==> config.mk <==
export PLATFORM = sky130hd
export DESIGN_NAME = sleep_wakeup_control
export DESIGN_NICKNAME = d
export VERILOG_FILES = /design/src/rtl/sleep_wakeup_pkg.sv /design/src/rtl/sleep_wakeup_control.sv
export SDC_FILE = /design/constraint.sdc
export NUM_CORES = 1
export LEC_CHECK = 0
export ABC_AREA = 1
export ABC_CLOCK_PERIOD_IN_PS = 1300
export BUFFER_PORTS_ARGS = -buffer_cell sky130_fd_sc_hd__buf_2
export CORE_MARGIN = 1.5
export CORE_UTILIZATION = 41
export DETAILED_ROUTE_END_ITERATION = 8
export PLACE_DENSITY = 0.76
export SYNTH_ARGS = -nofsm -noshare
export SYNTH_HDL_FRONTEND = slang
export SYNTH_SLANG_ARGS = --single-unit
==> constraint.sdc <==
create_clock -name clk_sys -period 1.3 [get_ports clk_sys]
set_input_delay 0.26 -clock clk_sys [delete_from_list [all_inputs] [get_ports clk_sys]]
set_output_delay 0.26 -clock clk_sys [all_outputs]
set_load 0.02 [all_outputs]
==> src/rtl/sleep_wakeup_pkg.sv <==
// Constants and types shared by the sleep and wakeup controller
package sleep_wakeup_pkg;
  // ************************************************
  // Register map
  // ************************************************
  localparam logic [3:0] SYS_CTRL_OFFSET = 4'h0;  // system_control_reg
  localparam logic [3:0] STATUS_OFFSET   = 4'h4;  // Sleep status, read only
  // system_control_reg field positions
  localparam int SLEEP_AFTER_BIT  = 1;            // sleep_after_handlers
  localparam int DEEP_SELECT_BIT  = 2;            // deep_sleep_select
  localparam int PEND_EVENT_BIT   = 4;            // pending_irq_event_enable
  localparam logic [31:0] SYS_CTRL_RESET = 32'h00000000;
  localparam logic [31:0] SYS_CTRL_MASK  = 32'h00000016;
  // ************************************************
  // Timing
  // ************************************************
  localparam int CLK_PERIOD_NS   = 50;            // 20 MHz core clock
  localparam int DEEP_RESTORE_NS = 2000;          // PLL and flash back on
  localparam int DEEP_RESTORE_CYC =
    (DEEP_RESTORE_NS + CLK_PERIOD_NS - 1) / CLK_PERIOD_NS;
  localparam int LIGHT_RESTORE_CYC = 1;           // Core clock ungate
  localparam int CNT_W = 8;
  localparam logic EVENT_RESET = 1'b0;
  // AXI responses
  localparam logic [1:0] RESP_OKAY   = 2'h0;
  localparam logic [1:0] RESP_DECERR = 2'h3;
  // ************************************************
  // Types
  // ************************************************
  typedef enum logic [1:0] {
    ST_RUN, ST_LIGHT, ST_DEEP, ST_WAKE
  } sleep_state_t;
endpackage : sleep_wakeup_pkg

==> src/rtl/sleep_wakeup_control.sv <==
// Sleep entry, wakeup decision and clock gating for the processor core
//
// The AXI4-Lite slave port and the register addresses were decided locally.
`timescale 1ns/1ns
module sleep_wakeup_control #(
  parameter int RESTORE_CYC = sleep_wakeup_pkg::DEEP_RESTORE_CYC
) (
  input  wire logic        clk_sys,
  input  wire logic        reset,
  // AXI4-Lite slave
  input  wire logic [3:0]  s_axi_awaddr,
  input  wire logic        s_axi_awvalid,
  output logic             s_axi_awready,
  input  wire logic [31:0] s_axi_wdata,
  input  wire logic [3:0]  s_axi_wstrb,
  input  wire logic        s_axi_wvalid,
  output logic             s_axi_wready,
  output logic [1:0]       s_axi_bresp,
  output logic             s_axi_bvalid,
  input  wire logic        s_axi_bready,
  input  wire logic [3:0]  s_axi_araddr,
  input  wire logic        s_axi_arvalid,
  output logic             s_axi_arready,
  output logic [31:0]      s_axi_rdata,
  output logic [1:0]       s_axi_rresp,
  output logic             s_axi_rvalid,
  input  wire logic        s_axi_rready,
  // Core side
  input  wire logic        waitIntrInstr,
  input  wire logic        waitEventInstr,
  input  wire logic        handlersDone,
  input  wire logic        excEntryReady,
  input  wire logic        irqAboveCurrent,
  input  wire logic        priorityMaskBit,
  input  wire logic        faultMaskBit,
  input  wire logic        newPendingIrq,
  input  wire logic        debugWake,
  // Far side events
  input  wire logic        extEvent,
  input  wire logic        sendEventIn,
  // Clock controller and core control
  output logic             coreClkEn,
  output logic             sysClkEn,
  output logic             pllOffReq,
  output logic             flashOffReq,
  output logic             coreHalt,
  output logic             handlerDefer,
  output logic             wfeSkip
);
  import sleep_wakeup_pkg::*;

  // ************************************************
  // Declarations
  // ************************************************
  sleep_state_t     state_q;          // Sleep sequencer
  logic             eventReg_q;       // One-bit event register
  logic             byEvent_q;        // Sleep entered by wait-event
  logic             fromDeep_q;       // Wake follows deep sleep
  logic [CNT_W-1:0] restoreCnt_q;     // Clock restore wait
  logic [31:0]      sysCtrl_q;        // system_control_reg
  logic [3:0]       wakeCause_q;      // Last wake cause, for status
  logic             wfeSkip_q;        // Wait-event skipped pulse
  logic             irqWake;          // Wake usable by any entry
  logic             evtIn;            // Any event source this cycle
  logic             evtWake;          // Extra wakes of wait-event sleep
  logic             wakeNow;          // Wake for the current sleep
  logic             sleepReq;         // Enter sleep this cycle
  logic             wfeSleep;         // Asleep, entered by wait-event
  logic             deep_sleep_select;
  logic             sleepAfter;
  logic             pendEvtEn;

  assign deep_sleep_select  = sysCtrl_q[DEEP_SELECT_BIT];
  assign sleepAfter = sysCtrl_q[SLEEP_AFTER_BIT];
  assign pendEvtEn  = sysCtrl_q[PEND_EVENT_BIT];

  // ************************************************
  // Wakeup conditions
  // ************************************************
  // Exception able to enter, masked wake, or spurious debug wake
  assign irqWake = excEntryReady
                 | (priorityMaskBit & ~faultMaskBit & irqAboveCurrent)
                 | debugWake;
  // Event sources, including newly pending interrupts when enabled
  assign evtIn = extEvent | sendEventIn | (pendEvtEn & newPendingIrq);
  // Wait-event sleep also wakes on a held event
  assign evtWake = evtIn | eventReg_q;
  assign wakeNow = byEvent_q ? (irqWake | evtWake) : irqWake;
  assign wfeSleep = byEvent_q && (state_q == ST_LIGHT || state_q == ST_DEEP);

  // Entry requests; wait-interrupt is skipped when a wake already stands
  assign sleepReq = (waitIntrInstr & ~irqWake)
                  | (waitEventInstr & ~eventReg_q)
                  | (handlersDone & sleepAfter & ~irqWake);

  // ************************************************
  // Sleep sequencer
  // ************************************************
  // Clocks are restored in ST_WAKE before the core runs again
  always_ff @(posedge clk_sys or posedge reset) begin
    if (reset) begin
      state_q      <= ST_RUN;
      byEvent_q    <= 1'b0;
      fromDeep_q   <= 1'b0;
      restoreCnt_q <= '0;
    end else begin
      unique case (state_q)
        ST_RUN: begin
          if (sleepReq) begin
            // Depth chosen at entry
            state_q    <= deep_sleep_select ? ST_DEEP : ST_LIGHT;
            fromDeep_q <= deep_sleep_select;
            byEvent_q  <= waitEventInstr & ~eventReg_q;
          end
        end
        ST_LIGHT, ST_DEEP: begin
          if (wakeNow) begin
            state_q      <= ST_WAKE;
            restoreCnt_q <= fromDeep_q ? CNT_W'(RESTORE_CYC)
                                       : CNT_W'(LIGHT_RESTORE_CYC);
          end
        end
        ST_WAKE: begin
          // Wait for PLL and flash before releasing the core
          if (restoreCnt_q <= CNT_W'(1)) begin
            state_q <= ST_RUN;
          end
          restoreCnt_q <= restoreCnt_q - CNT_W'(1);
        end
      endcase
    end
  end

  // ************************************************
  // Event register
  // ************************************************
  // Not mapped on the bus; outside wait-event sleep an event beats a clear.
  // An event that ends wait-event sleep is used up by that wake, so the
  // next wait-event sleeps again; an event landing with an exception wake
  // of wait-event sleep is used up as well, a deliberate simplification.
  always_ff @(posedge clk_sys or posedge reset) begin
    if (reset) begin
      eventReg_q <= EVENT_RESET;
    end else if (wfeSleep && wakeNow) begin
      eventReg_q <= 1'b0;
    end else if (evtIn) begin
      eventReg_q <= 1'b1;
    end else if (state_q == ST_RUN && waitEventInstr && eventReg_q) begin
      eventReg_q <= 1'b0;
    end
  end

  // Pulse when a wait-event is skipped
  always_ff @(posedge clk_sys or posedge reset) begin
    if (reset) begin
      wfeSkip_q <= 1'b0;
    end else begin
      wfeSkip_q <= (state_q == ST_RUN) & waitEventInstr & eventReg_q;
    end
  end

  // Last wake cause: exception, event, debug, pending
  always_ff @(posedge clk_sys or posedge reset) begin
    if (reset) begin
      wakeCause_q <= 4'h0;
    end else if ((state_q == ST_LIGHT || state_q == ST_DEEP) && wakeNow) begin
      wakeCause_q <= {pendEvtEn & newPendingIrq, debugWake,
                      byEvent_q & evtWake, irqWake & ~debugWake};
    end
  end

  // ************************************************
  // Clock and power outputs
  // ************************************************
  assign coreClkEn    = (state_q == ST_RUN);
  assign sysClkEn     = (state_q != ST_DEEP);
  assign pllOffReq    = (state_q == ST_DEEP);
  assign flashOffReq  = (state_q == ST_DEEP);
  assign coreHalt     = (state_q != ST_RUN);
  // Handler waits while the priority mask holds and the fault mask is clear
  assign handlerDefer = priorityMaskBit & ~faultMaskBit;
  assign wfeSkip      = wfeSkip_q;

  // ************************************************
  // AXI4-Lite slave
  // ************************************************
  logic        awHeld_q;   // Write address taken
  logic        wHeld_q;    // Write data taken
  logic [3:0]  awAddr_q;
  logic [31:0] wData_q;
  logic [3:0]  wStrb_q;
  logic        doWrite;
  logic [31:0] rdVal;
  logic        rdHit;

  // Channels taken independently, in either order
  assign s_axi_awready = ~awHeld_q & ~s_axi_bvalid;
  assign s_axi_wready  = ~wHeld_q & ~s_axi_bvalid;
  assign s_axi_arready = ~s_axi_rvalid;
  assign doWrite       = awHeld_q & wHeld_q & ~s_axi_bvalid;

  // Capture address and data, answer once both are held
  always_ff @(posedge clk_sys or posedge reset) begin
    if (reset) begin
      awHeld_q     <= 1'b0;
      wHeld_q      <= 1'b0;
      awAddr_q     <= 4'h0;
      wData_q      <= 32'h00000000;
      wStrb_q      <= 4'h0;
      s_axi_bvalid <= 1'b0;
      s_axi_bresp  <= RESP_OKAY;
    end else begin
      if (s_axi_awvalid && s_axi_awready) begin
        awHeld_q <= 1'b1;
        awAddr_q <= s_axi_awaddr;
      end
      if (s_axi_wvalid && s_axi_wready) begin
        wHeld_q <= 1'b1;
        wData_q <= s_axi_wdata;
        wStrb_q <= s_axi_wstrb;
      end
      if (doWrite) begin
        awHeld_q     <= 1'b0;
        wHeld_q      <= 1'b0;
        s_axi_bvalid <= 1'b1;
        s_axi_bresp  <= (awAddr_q[3:2] == SYS_CTRL_OFFSET[3:2]) ? RESP_OKAY
                                                                : RESP_DECERR;
      end else if (s_axi_bvalid && s_axi_bready) begin
        s_axi_bvalid <= 1'b0;
      end
    end
  end

  // Control register, byte lane 0 only carries bits
  always_ff @(posedge clk_sys or posedge reset) begin
    if (reset) begin
      sysCtrl_q <= SYS_CTRL_RESET;
    end else if (doWrite && awAddr_q[3:2] == SYS_CTRL_OFFSET[3:2]
                 && wStrb_q[0]) begin
      sysCtrl_q <= {24'h000000, wData_q[7:0]} & SYS_CTRL_MASK;
    end
  end

  // Read decode; status shows state and last wake cause, never the event
  always_comb begin
    rdHit = 1'b1;
    rdVal = 32'h00000000;
    unique case (s_axi_araddr[3:2])
      SYS_CTRL_OFFSET[3:2]: rdVal = sysCtrl_q;
      STATUS_OFFSET[3:2]:   rdVal = {24'h000000, wakeCause_q, 2'h0, state_q};
      default:              rdHit = 1'b0;
    endcase
  end

  // Read answer registered one cycle after the address
  always_ff @(posedge clk_sys or posedge reset) begin
    if (reset) begin
      s_axi_rvalid <= 1'b0;
      s_axi_rdata  <= 32'h00000000;
      s_axi_rresp  <= RESP_OKAY;
    end else if (s_axi_arvalid && s_axi_arready) begin
      s_axi_rvalid <= 1'b1;
      s_axi_rdata  <= rdVal;
      s_axi_rresp  <= rdHit ? RESP_OKAY : RESP_DECERR;
    end else if (s_axi_rvalid && s_axi_rready) begin
      s_axi_rvalid <= 1'b0;
    end
  end

  // ************************************************
  // Assertions
  // ************************************************
  property p_light_clocks;
    @(posedge clk_sys) disable iff (reset)
      state_q == ST_LIGHT |-> !coreClkEn && sysClkEn;
  endproperty
  a_light_clocks: assert property (p_light_clocks)
    else $error("Light sleep clock gating wrong");

  property p_deep_power;
    @(posedge clk_sys) disable iff (reset)
      state_q == ST_DEEP |-> !sysClkEn && pllOffReq && flashOffReq;
  endproperty
  a_deep_power: assert property (p_deep_power)
    else $error("Deep sleep power requests missing");

  property p_depth_select;
    @(posedge clk_sys) disable iff (reset)
      state_q == ST_RUN && sleepReq |=>
        state_q == ($past(deep_sleep_select) ? ST_DEEP : ST_LIGHT);
  endproperty
  a_depth_select: assert property (p_depth_select)
    else $error("Sleep depth does not follow select bit");

  property p_wfi_enter;
    @(posedge clk_sys) disable iff (reset)
      state_q == ST_RUN && waitIntrInstr && !irqWake |=> coreHalt;
  endproperty
  a_wfi_enter: assert property (p_wfi_enter)
    else $error("Wait-interrupt did not sleep");

  property p_wfe_skip;
    @(posedge clk_sys) disable iff (reset)
      state_q == ST_RUN && waitEventInstr && eventReg_q && !evtIn && !sleepReq
        |=> !eventReg_q && !coreHalt && wfeSkip;
  endproperty
  a_wfe_skip: assert property (p_wfe_skip)
    else $error("Wait-event with event set misbehaved");

  property p_event_set;
    @(posedge clk_sys) disable iff (reset)
      (extEvent || sendEventIn) && !wfeSleep |=> eventReg_q;
  endproperty
  a_event_set: assert property (p_event_set)
    else $error("Event source did not set event register");

  property p_wfe_consume;
    @(posedge clk_sys) disable iff (reset)
      wfeSleep && wakeNow |=> !eventReg_q && state_q == ST_WAKE;
  endproperty
  a_wfe_consume: assert property (p_wfe_consume)
    else $error("Wait-event wake left the event register set");

  property p_wfi_wake;
    @(posedge clk_sys) disable iff (reset)
      (state_q == ST_LIGHT || state_q == ST_DEEP) && !byEvent_q && !irqWake
        |=> state_q != ST_WAKE;
  endproperty
  a_wfi_wake: assert property (p_wfi_wake)
    else $error("Wait-interrupt sleep woke without cause");

  property p_wfe_wake;
    @(posedge clk_sys) disable iff (reset)
      (state_q == ST_LIGHT || state_q == ST_DEEP) && byEvent_q && evtIn
        |=> state_q == ST_WAKE;
  endproperty
  a_wfe_wake: assert property (p_wfe_wake)
    else $error("Wait-event sleep ignored an event");

  property p_restore_first;
    @(posedge clk_sys) disable iff (reset)
      state_q == ST_WAKE ##1 state_q == ST_RUN |-> coreClkEn && sysClkEn && !pllOffReq;
  endproperty
  a_restore_first: assert property (p_restore_first)
    else $error("Core resumed before clocks restored");
endmodule : sleep_wakeup_control

Word-level counts from Yosys, hierarchy flattened. Index checks and enable logic that the tools add are counted.

Register bits: 71. Bits in latches: 0. RAM bits: 0. Memory bits (read-only): 0. Input port bits: 62. Memories kept: 0.

Add/sub/neg operators: 1. Multiply operators: 0. Div/mod/pow operators: 0. $lt $le $gt $ge: 1. Equal/unequal tests: 8. Shift operators: 0. Muxes and demuxes: 24. Bitwise operators: 31. Reduce and logical (&&, ||, !) cells: 28.

Operators with widths (count): 8-bit one-hot mux with 2 select lines (2); 1-bit bitwise AND (15); 1-bit two-way mux (13); 1-bit logical AND (12); 2-bit two-way mux (6); 2-bit nonzero test (6); 8-bit by 1-bit <= comparator with 1-bit output (second input constant) (1); 8-bit two-way mux (1); 1-bit NOT (8); 1-bit bitwise OR (8); 8-bit by 1-bit subtractor with 8-bit output (second input constant) (1); 2-bit zero test (3); 6-bit two-way mux (1); 2-bit inequality test (second input constant) (3); 2-bit one-hot mux with 3 select lines (1); 2-bit by 1-bit == test with 1-bit output (second input constant) (2); 2-bit == test (second input constant) (2); 2-bit AND reduction (2); 2-bit OR reduction (2); 3-bit AND reduction (1); 3-bit nonzero test (1); 2-bit by 1-bit inequality test with 1-bit output (second input constant) (1); 1-bit logical OR (1).

Logic depth before layout (Yosys ltp). Gate-level depths: netlist of run 1.

Word-level depth: 11. Mapped depth: 9.

Worst setup path after synthesis of run 1. No wires, ideal clock.

Kind: register -> register. From: reg s_axi_bvalid. To: reg wData_q[1]. Arrival time: 1.333 ns. Path slack: -0.157 ns. Cell stages (with the launch flop): 4. Buffers on the path: 0. Clock period less this slack: 1.457 ns. Path through: dfrtp_1 nor2_1 nand2_1 mux2_2.

Cells in the longest elaborated chain, start to end: 3.

RTL lines: from (decl) (line sleep_wakeup_control.sv:19) `output logic s_axi_bvalid,`; from (signal assigned) (line sleep_wakeup_control.sv:210) `s_axi_bvalid <= 1'b0;`; from (signal assigned) (line sleep_wakeup_control.sv:225) `s_axi_bvalid <= 1'b1;`; from (signal assigned) (line sleep_wakeup_control.sv:229) `s_axi_bvalid <= 1'b0;`; 1-bit NOT (line sleep_wakeup_control.sv:198) `assign s_axi_wready = ~wHeld_q & ~s_axi_bvalid;`; 1-bit bitwise AND (line sleep_wakeup_control.sv:198); via s_axi_wready (line sleep_wakeup_control.sv:17) `output logic s_axi_wready,`; 1-bit logical AND (line sleep_wakeup_control.sv:217) `if (s_axi_wvalid && s_axi_wready) begin`; to (signal assigned) (line sleep_wakeup_control.sv:219) `wData_q <= s_axi_wdata;`; to (decl) (line sleep_wakeup_control.sv:190) `logic [31:0] wData_q;`.

The timed path passes the listed nets, and every way through them passes these cells. A chain may end at the register's enable or synchronous reset.

Worst setup path after layout of run 1.
From: reg state_q[1]. To: out sysClkEn.

Cells in the longest elaborated chain, start to end: 1.

RTL lines: from (decl) (line sleep_wakeup_control.sv:55) `sleep_state_t state_q;`; from (signal assigned) (line sleep_wakeup_control.sv:111) `state_q <= deep_sleep_select ? ST_DEEP : ST_LIGHT;`; 2-bit inequality test (line sleep_wakeup_control.sv:176) `assign sysClkEn = (state_q != ST_DEEP);`; to (decl) (line sleep_wakeup_control.sv:43) `output logic sysClkEn,`.

No other way between the ends.

==> results of run 1 <==
kinds of logic (layout without fill, tap and decap cells):
family,after synthesis,count (layout),synth area share
other cells,1,25,0.00170
fa+ha+maj,5,5,0.0284
simple gates,119,119,0.259
mux,3,3,0.0153
flops,40,40,0.454
xor+xnor,1,1,0.00397
compound gates,33,33,0.0913
buf+inv,58,112,0.146
flip-flops by register name (all words and copies together) (netlist names):
register,count
restoreCnt_q,8
s_axi_rdata,7
wakeCause_q,4
sysCtrl_q,3
wData_q,3
awAddr_q,2
state_q,2
awHeld_q,1
byEvent_q,1
eventReg_q,1
fromDeep_q,1
s_axi_bresp,1
s_axi_bvalid,1
s_axi_rresp,1
s_axi_rvalid,1
wHeld_q,1
wStrb_q,1
wfeSkip,1
per-layer routing:
layer	vias up	global-route usage	routed length (um)
met4	0	0.0519	53
met5	-	0	0
met3	7	0.0323	231
met2	58	0.276	2370
li1	932	-	-
met1	849	0.194	2010
per-stage QoR:
step,std cells,setup TNS [ns]
after floorplan,284,-0.00583
after global placement,392,-1.02
after detailed placement,392,-1.45
after CTS,407,-0.803
after global routing,408,-1.95
final,408,-0.923
power breakdown:
part / switching [mW] / internal, mW / total [mW]
clock: 0.473 / 0.578 / 1.05
sequential: 0.373 / 1.72 / 2.09
combinational: 2.23 / 1.77 / 4.00
worst paths after layout:
check	end	start	cells after the start
worst max-delay path	sysClkEn	state_q[1]	4
worst min-delay path	s_axi_rvalid	s_axi_rready	2
max in group asynchronous	s_axi_bvalid	reset	4
worst min register to register	s_axi_rdata[6]	s_axi_rdata[6]	1
min in group asynchronous	restoreCnt_q[3]	reset	3
worst max register to register	restoreCnt_q[2]	state_q[1]	6
final cells by class:
class	instances	area [um^2]	area share
clock buffer	5	68.8	0.0234
clock inverter	3	46.3	0.0157
inverter	30	118	0.0399
multi-input combinational	186	1110	0.378
sequential	40	1000	0.340
tap	70	87.6	0.0297
timing repair buffer	74	509	0.173
synth_stat cells, drive strengths merged, types with 2 or more instances:
master / number / area (um^2)
nor2: 29 / 140
a21oi: 7 / 35.0
a32o: 3 / 30.0
inv: 30 / 113
o21ai: 19 / 106
nand2: 71 / 299
nand3: 11 / 77.6
nor3: 2 / 10.0
mux2: 3 / 33.8
nand4: 4 / 31.3
ha: 5 / 62.6
dfrtp: 40 / 1000
buf: 28 / 210
critical path: stages (launching register included):
cell	delay [ns]
dfrtp_1	0.43
buf_6	0.14
ha_4	0.16
inv_2	0.05
buf_6	0.11
repair_timing:
item | CTS | global route
pin swaps | 10 | 19
hold buffers | 1 | 0
endpoints found under the hold margin | 7 | 0
endpoints found under the setup margin | 21 | 24
gates resized for setup | 25 | 34
buffers inserted | 6 | 1
==> qor.txt, run 1 <==
Status: finished with violations
Violated checks: setup timing
Die Y: 76.4 um
DRT Pass-1 Iters: 4
Area of the die: 5830 um^2
Antenna diode count: 0
Fmax achieved: 691 MHz
Starting Density: 0.429
Drt first-iter violations: 85
Reg2reg setup slack: -0.05 ns
Pleak: 1.54 nW
Core Region: 5140 um^2
CTS tree: yes
Unrepaired setup endpoints after global routing: yes
Hold Vio Cnt, Final: 0
Die width: 76.4 um
Overall routing resource usage: 0.158
CTS Sinks: 40
Number of I/O pins: 110
Final Util: 0.573
Dpl hpwl: 3280 um
PortBufs: 48
Min Hold Slack: 0.139 ns
Row cnt: 26
Final Cycle Share: 1.11
Clk_skew: 0.0122 ns
Root buffer cell: clkbuf_8
Inserted Clock Buffers: 5
Final setup violation count: 13
Most common cell after layout, fill and taps aside: nand2_1
Worst Hold Class: input port to register
Worst-path clk slew: 0.09 ns
Synth Instances: 260
Layout cell share with drive strength beyond 1: 0.382
Total power draw: 7.14 mW
Largest net degree at the start of global routing: 34
YS warnings: 0
Final WS setup: -0.146 ns
# nets final: 404
Post-synth ARST share: 1.00
Detailed-route via count: 1,846
Critical path data arrival time: 1.19 ns
Post-synth top flop: dfrtp_1
Commonest cells after routing, fill and taps aside: 61 x nand2_1, 41 x buf_2, 39 x dfrtp_1
Crit Path Class: register to output port
Layout area overhead: 33.6%
Cell variety after synth: 32
Routed len/inst: 11.4 um
Via count of the first global-routing pass: 1,683
Grt ovf: 0
Slew Viols, Final: 0
Cell Pwr Density: 2420 nW/um^2
Max-cap violations: 0
Maximum VDD drop: 1300 uV
Crit path required time: 1.04 ns
Synth Area per Inst: 8.48 um^2
Drt via density: 4.52
FILL cells: 482
Register area share after synthesis: 0.454
Routed wire length: 4660 um
Number of routed nets with antenna violations: 0
Critical Path End Type: output port
Area of placed instances: 2570 um^2
Design Area, Final: 2950 um^2
Post-Syn Area: 2210 um^2
Min cycle time layout: 1.45 ns
First-pass GRT wire length: 7380 um
H-tree Lvls: 2
Worst slack, placed: -0.150 ns
Initial antenna violation count: 0
DRC violations left: 0
Worst Path Max Fanout: 3
Routability cong.: 0.813
Register bit count reported by yosys: 40
Crit start category: register
CTS Buffer Depth: 2
EDFF count, synth: 0
Worst skew pair latency: 0.30 ns
No activity file was read; power rests on OpenSTA's default activity.
==> run 2: changes to the inputs <==
==> constraint.sdc (replaced) <==
create_clock -name clk_sys -period 1.3 [get_ports clk_sys]
set_input_delay 0.325 -clock clk_sys [delete_from_list [all_inputs] [get_ports clk_sys]]
set_output_delay 0.325 -clock clk_sys [all_outputs]
set_load 0.02 [all_outputs]
==> qor.txt, run 2 (same netlist as run 1, synthesis figures left out) <==
Status: finished with violations
Violated checks: setup timing
Design Area, Final: 3030 um^2
H-tree Lvls: 2
Most common cell after layout, fill and taps aside: nand2_1
Final Cycle Share: 1.14
Drt first-iter violations: 100
Routed len/inst: 11.6 um
Worst-path clk slew: 0.08 ns
CTS Buffer Depth: 2
Die Y: 76.4 um
# nets final: 410
Inst Count DP: 397
DRT Pass-1 Iters: 4
Commonest cells after routing, fill and taps aside: 52 x nand2_1, 40 x buf_2, 38 x dfrtp_1
PortBufs: 48
Worst skew pair latency: 0.29 ns
Routed wire length: 4820 um
Crit start category: register
Max-cap violations: 0
Area of placed instances: 2610 um^2
DRC violations left: 0
Critical Path End Type: output port
Crit path required time: 0.98 ns
Inserted Clock Buffers: 5
FILL cells: 464
Initial antenna violation count: 0
Post-Layout Cell Count: 414
Final Util: 0.589
Routability cong.: 0.813
Detailed-route via count: 1,888
Final WS setup: -0.184 ns
Number of routed nets with antenna violations: 0
First-pass GRT wire length: 7980 um
Unrepaired setup endpoints after global routing: yes
Overall routing resource usage: 0.172
Crit Path Class: register to output port
Worst Hold Class: input port to asynchronous set/reset pin
Grt ovf: 0
Clk_skew: 0.00844 ns
Largest register FFs: 8
Largest Register: restoreCnt_q
Slew Viols, Final: 0
Antenna diode count: 0
Layout cell share with drive strength beyond 1: 0.430
Largest net degree at the start of global routing: 41
CTS Sinks: 40
Area of the die: 5830 um^2
Drt via density: 4.56
Cell Pwr Density: 2460 nW/um^2
Fmax achieved: 674 MHz
Hold_buf cts: 0
Root buffer cell: clkbuf_8
Reg2reg setup slack: -0.14 ns
Via count of the first global-routing pass: 1,826
Core Region: 5140 um^2
Hold Vio Cnt, Final: 0
Critical path data arrival time: 1.16 ns
Maximum VDD drop: 1550 uV
Min cycle time layout: 1.48 ns
Final setup violation count: 16
Die width: 76.4 um
Worst Path Max Fanout: 3
Layout area overhead: 37.2%
Pleak: 1.59 nW
Number of I/O pins: 110
Starting Density: 0.429
Row cnt: 26
Largest regs: restoreCnt_q: 8 flops, s_axi_rdata: 7 flops, wakeCause_q: 4 flops
CTS tree: yes
Dpl hpwl: 3460 um
-- run 2: repair_timing --
item	in CTS	in global routing
gates resized for setup	36	34
endpoints found under the setup margin	22	30
buffers inserted	8	2
pin swaps	8	18
-- run 2: path summary, 6_finish.rpt --
kind,cells past startpoint,from,to
min,3,reset,restoreCnt_q[1]
max reg2reg,8,state_q[1],restoreCnt_q[4]
max,5,state_q[0],sysClkEn
max in group asynchronous,3,reset,s_axi_bvalid
min reg2reg,2,s_axi_rdata[2],s_axi_rdata[2]
min in group clk_sys,2,s_axi_bready,s_axi_bvalid
-- run 2: cell type report --
type	instances	area, um^2	area share
multi-input cells	186	1130	0.373
flip-flops and latches	40	1000	0.332
repair buffers	80	571	0.189
inverters	30	115	0.0380
well taps	70	87.6	0.0289
clock buffers	6	82.6	0.0273
clock inverters	2	38.8	0.0128
-- run 2: critical path, stage by stage, from the launching register on --
cell and delay, ns:
dfrtp_1 0.39, inv_2 0.09, buf_6 0.10, ha_4 0.13
inv_2 0.04, buf_6 0.12
-- run 2: power by group --
| part | switching (mW) | internal, mW | total [mW] | leakage (nW) |
|---|---|---|---|---|
| sequential | 0.373 | 1.72 | 2.09 | 0.501 |
| clock | 0.442 | 0.628 | 1.07 | 0.0614 |
| combinational | 2.34 | 1.93 | 4.28 | 1.02 |
-- run 2: layer usage --
metal / track usage / wire length [um] / part of all wire / up-vias
li1: - / - / - / 937
met1: 0.198 / 2030 / 0.42 / 880
met2: 0.297 / 2460 / 0.51 / 65
met3: 0.0515 / 267 / 0.055 / 6
met4: 0.0685 / 59 / 0.012 / 0
met5: 0 / 0 / 0 / -
-- run 2: through the flow --
| stage | setup slack (ns) | hold slack [ns] | TNS (ns) | power (mW) |
|---|---|---|---|---|
| final | -0.184 | 0.0713 | -1.76 | 7.44 |
| after global routing | -0.232 | 0.0879 | -2.59 | 7.93 |
| after CTS | -0.186 | 0.0771 | -0.864 | 7.02 |
| after detailed placement | -0.0769 | 0.398 | -0.455 | 5.29 |
| after global placement | -0.0162 | 0.393 | -0.0904 | 5.15 |
| after floorplan | -0.00292 | 0.421 | -0.00583 | 4.17 |
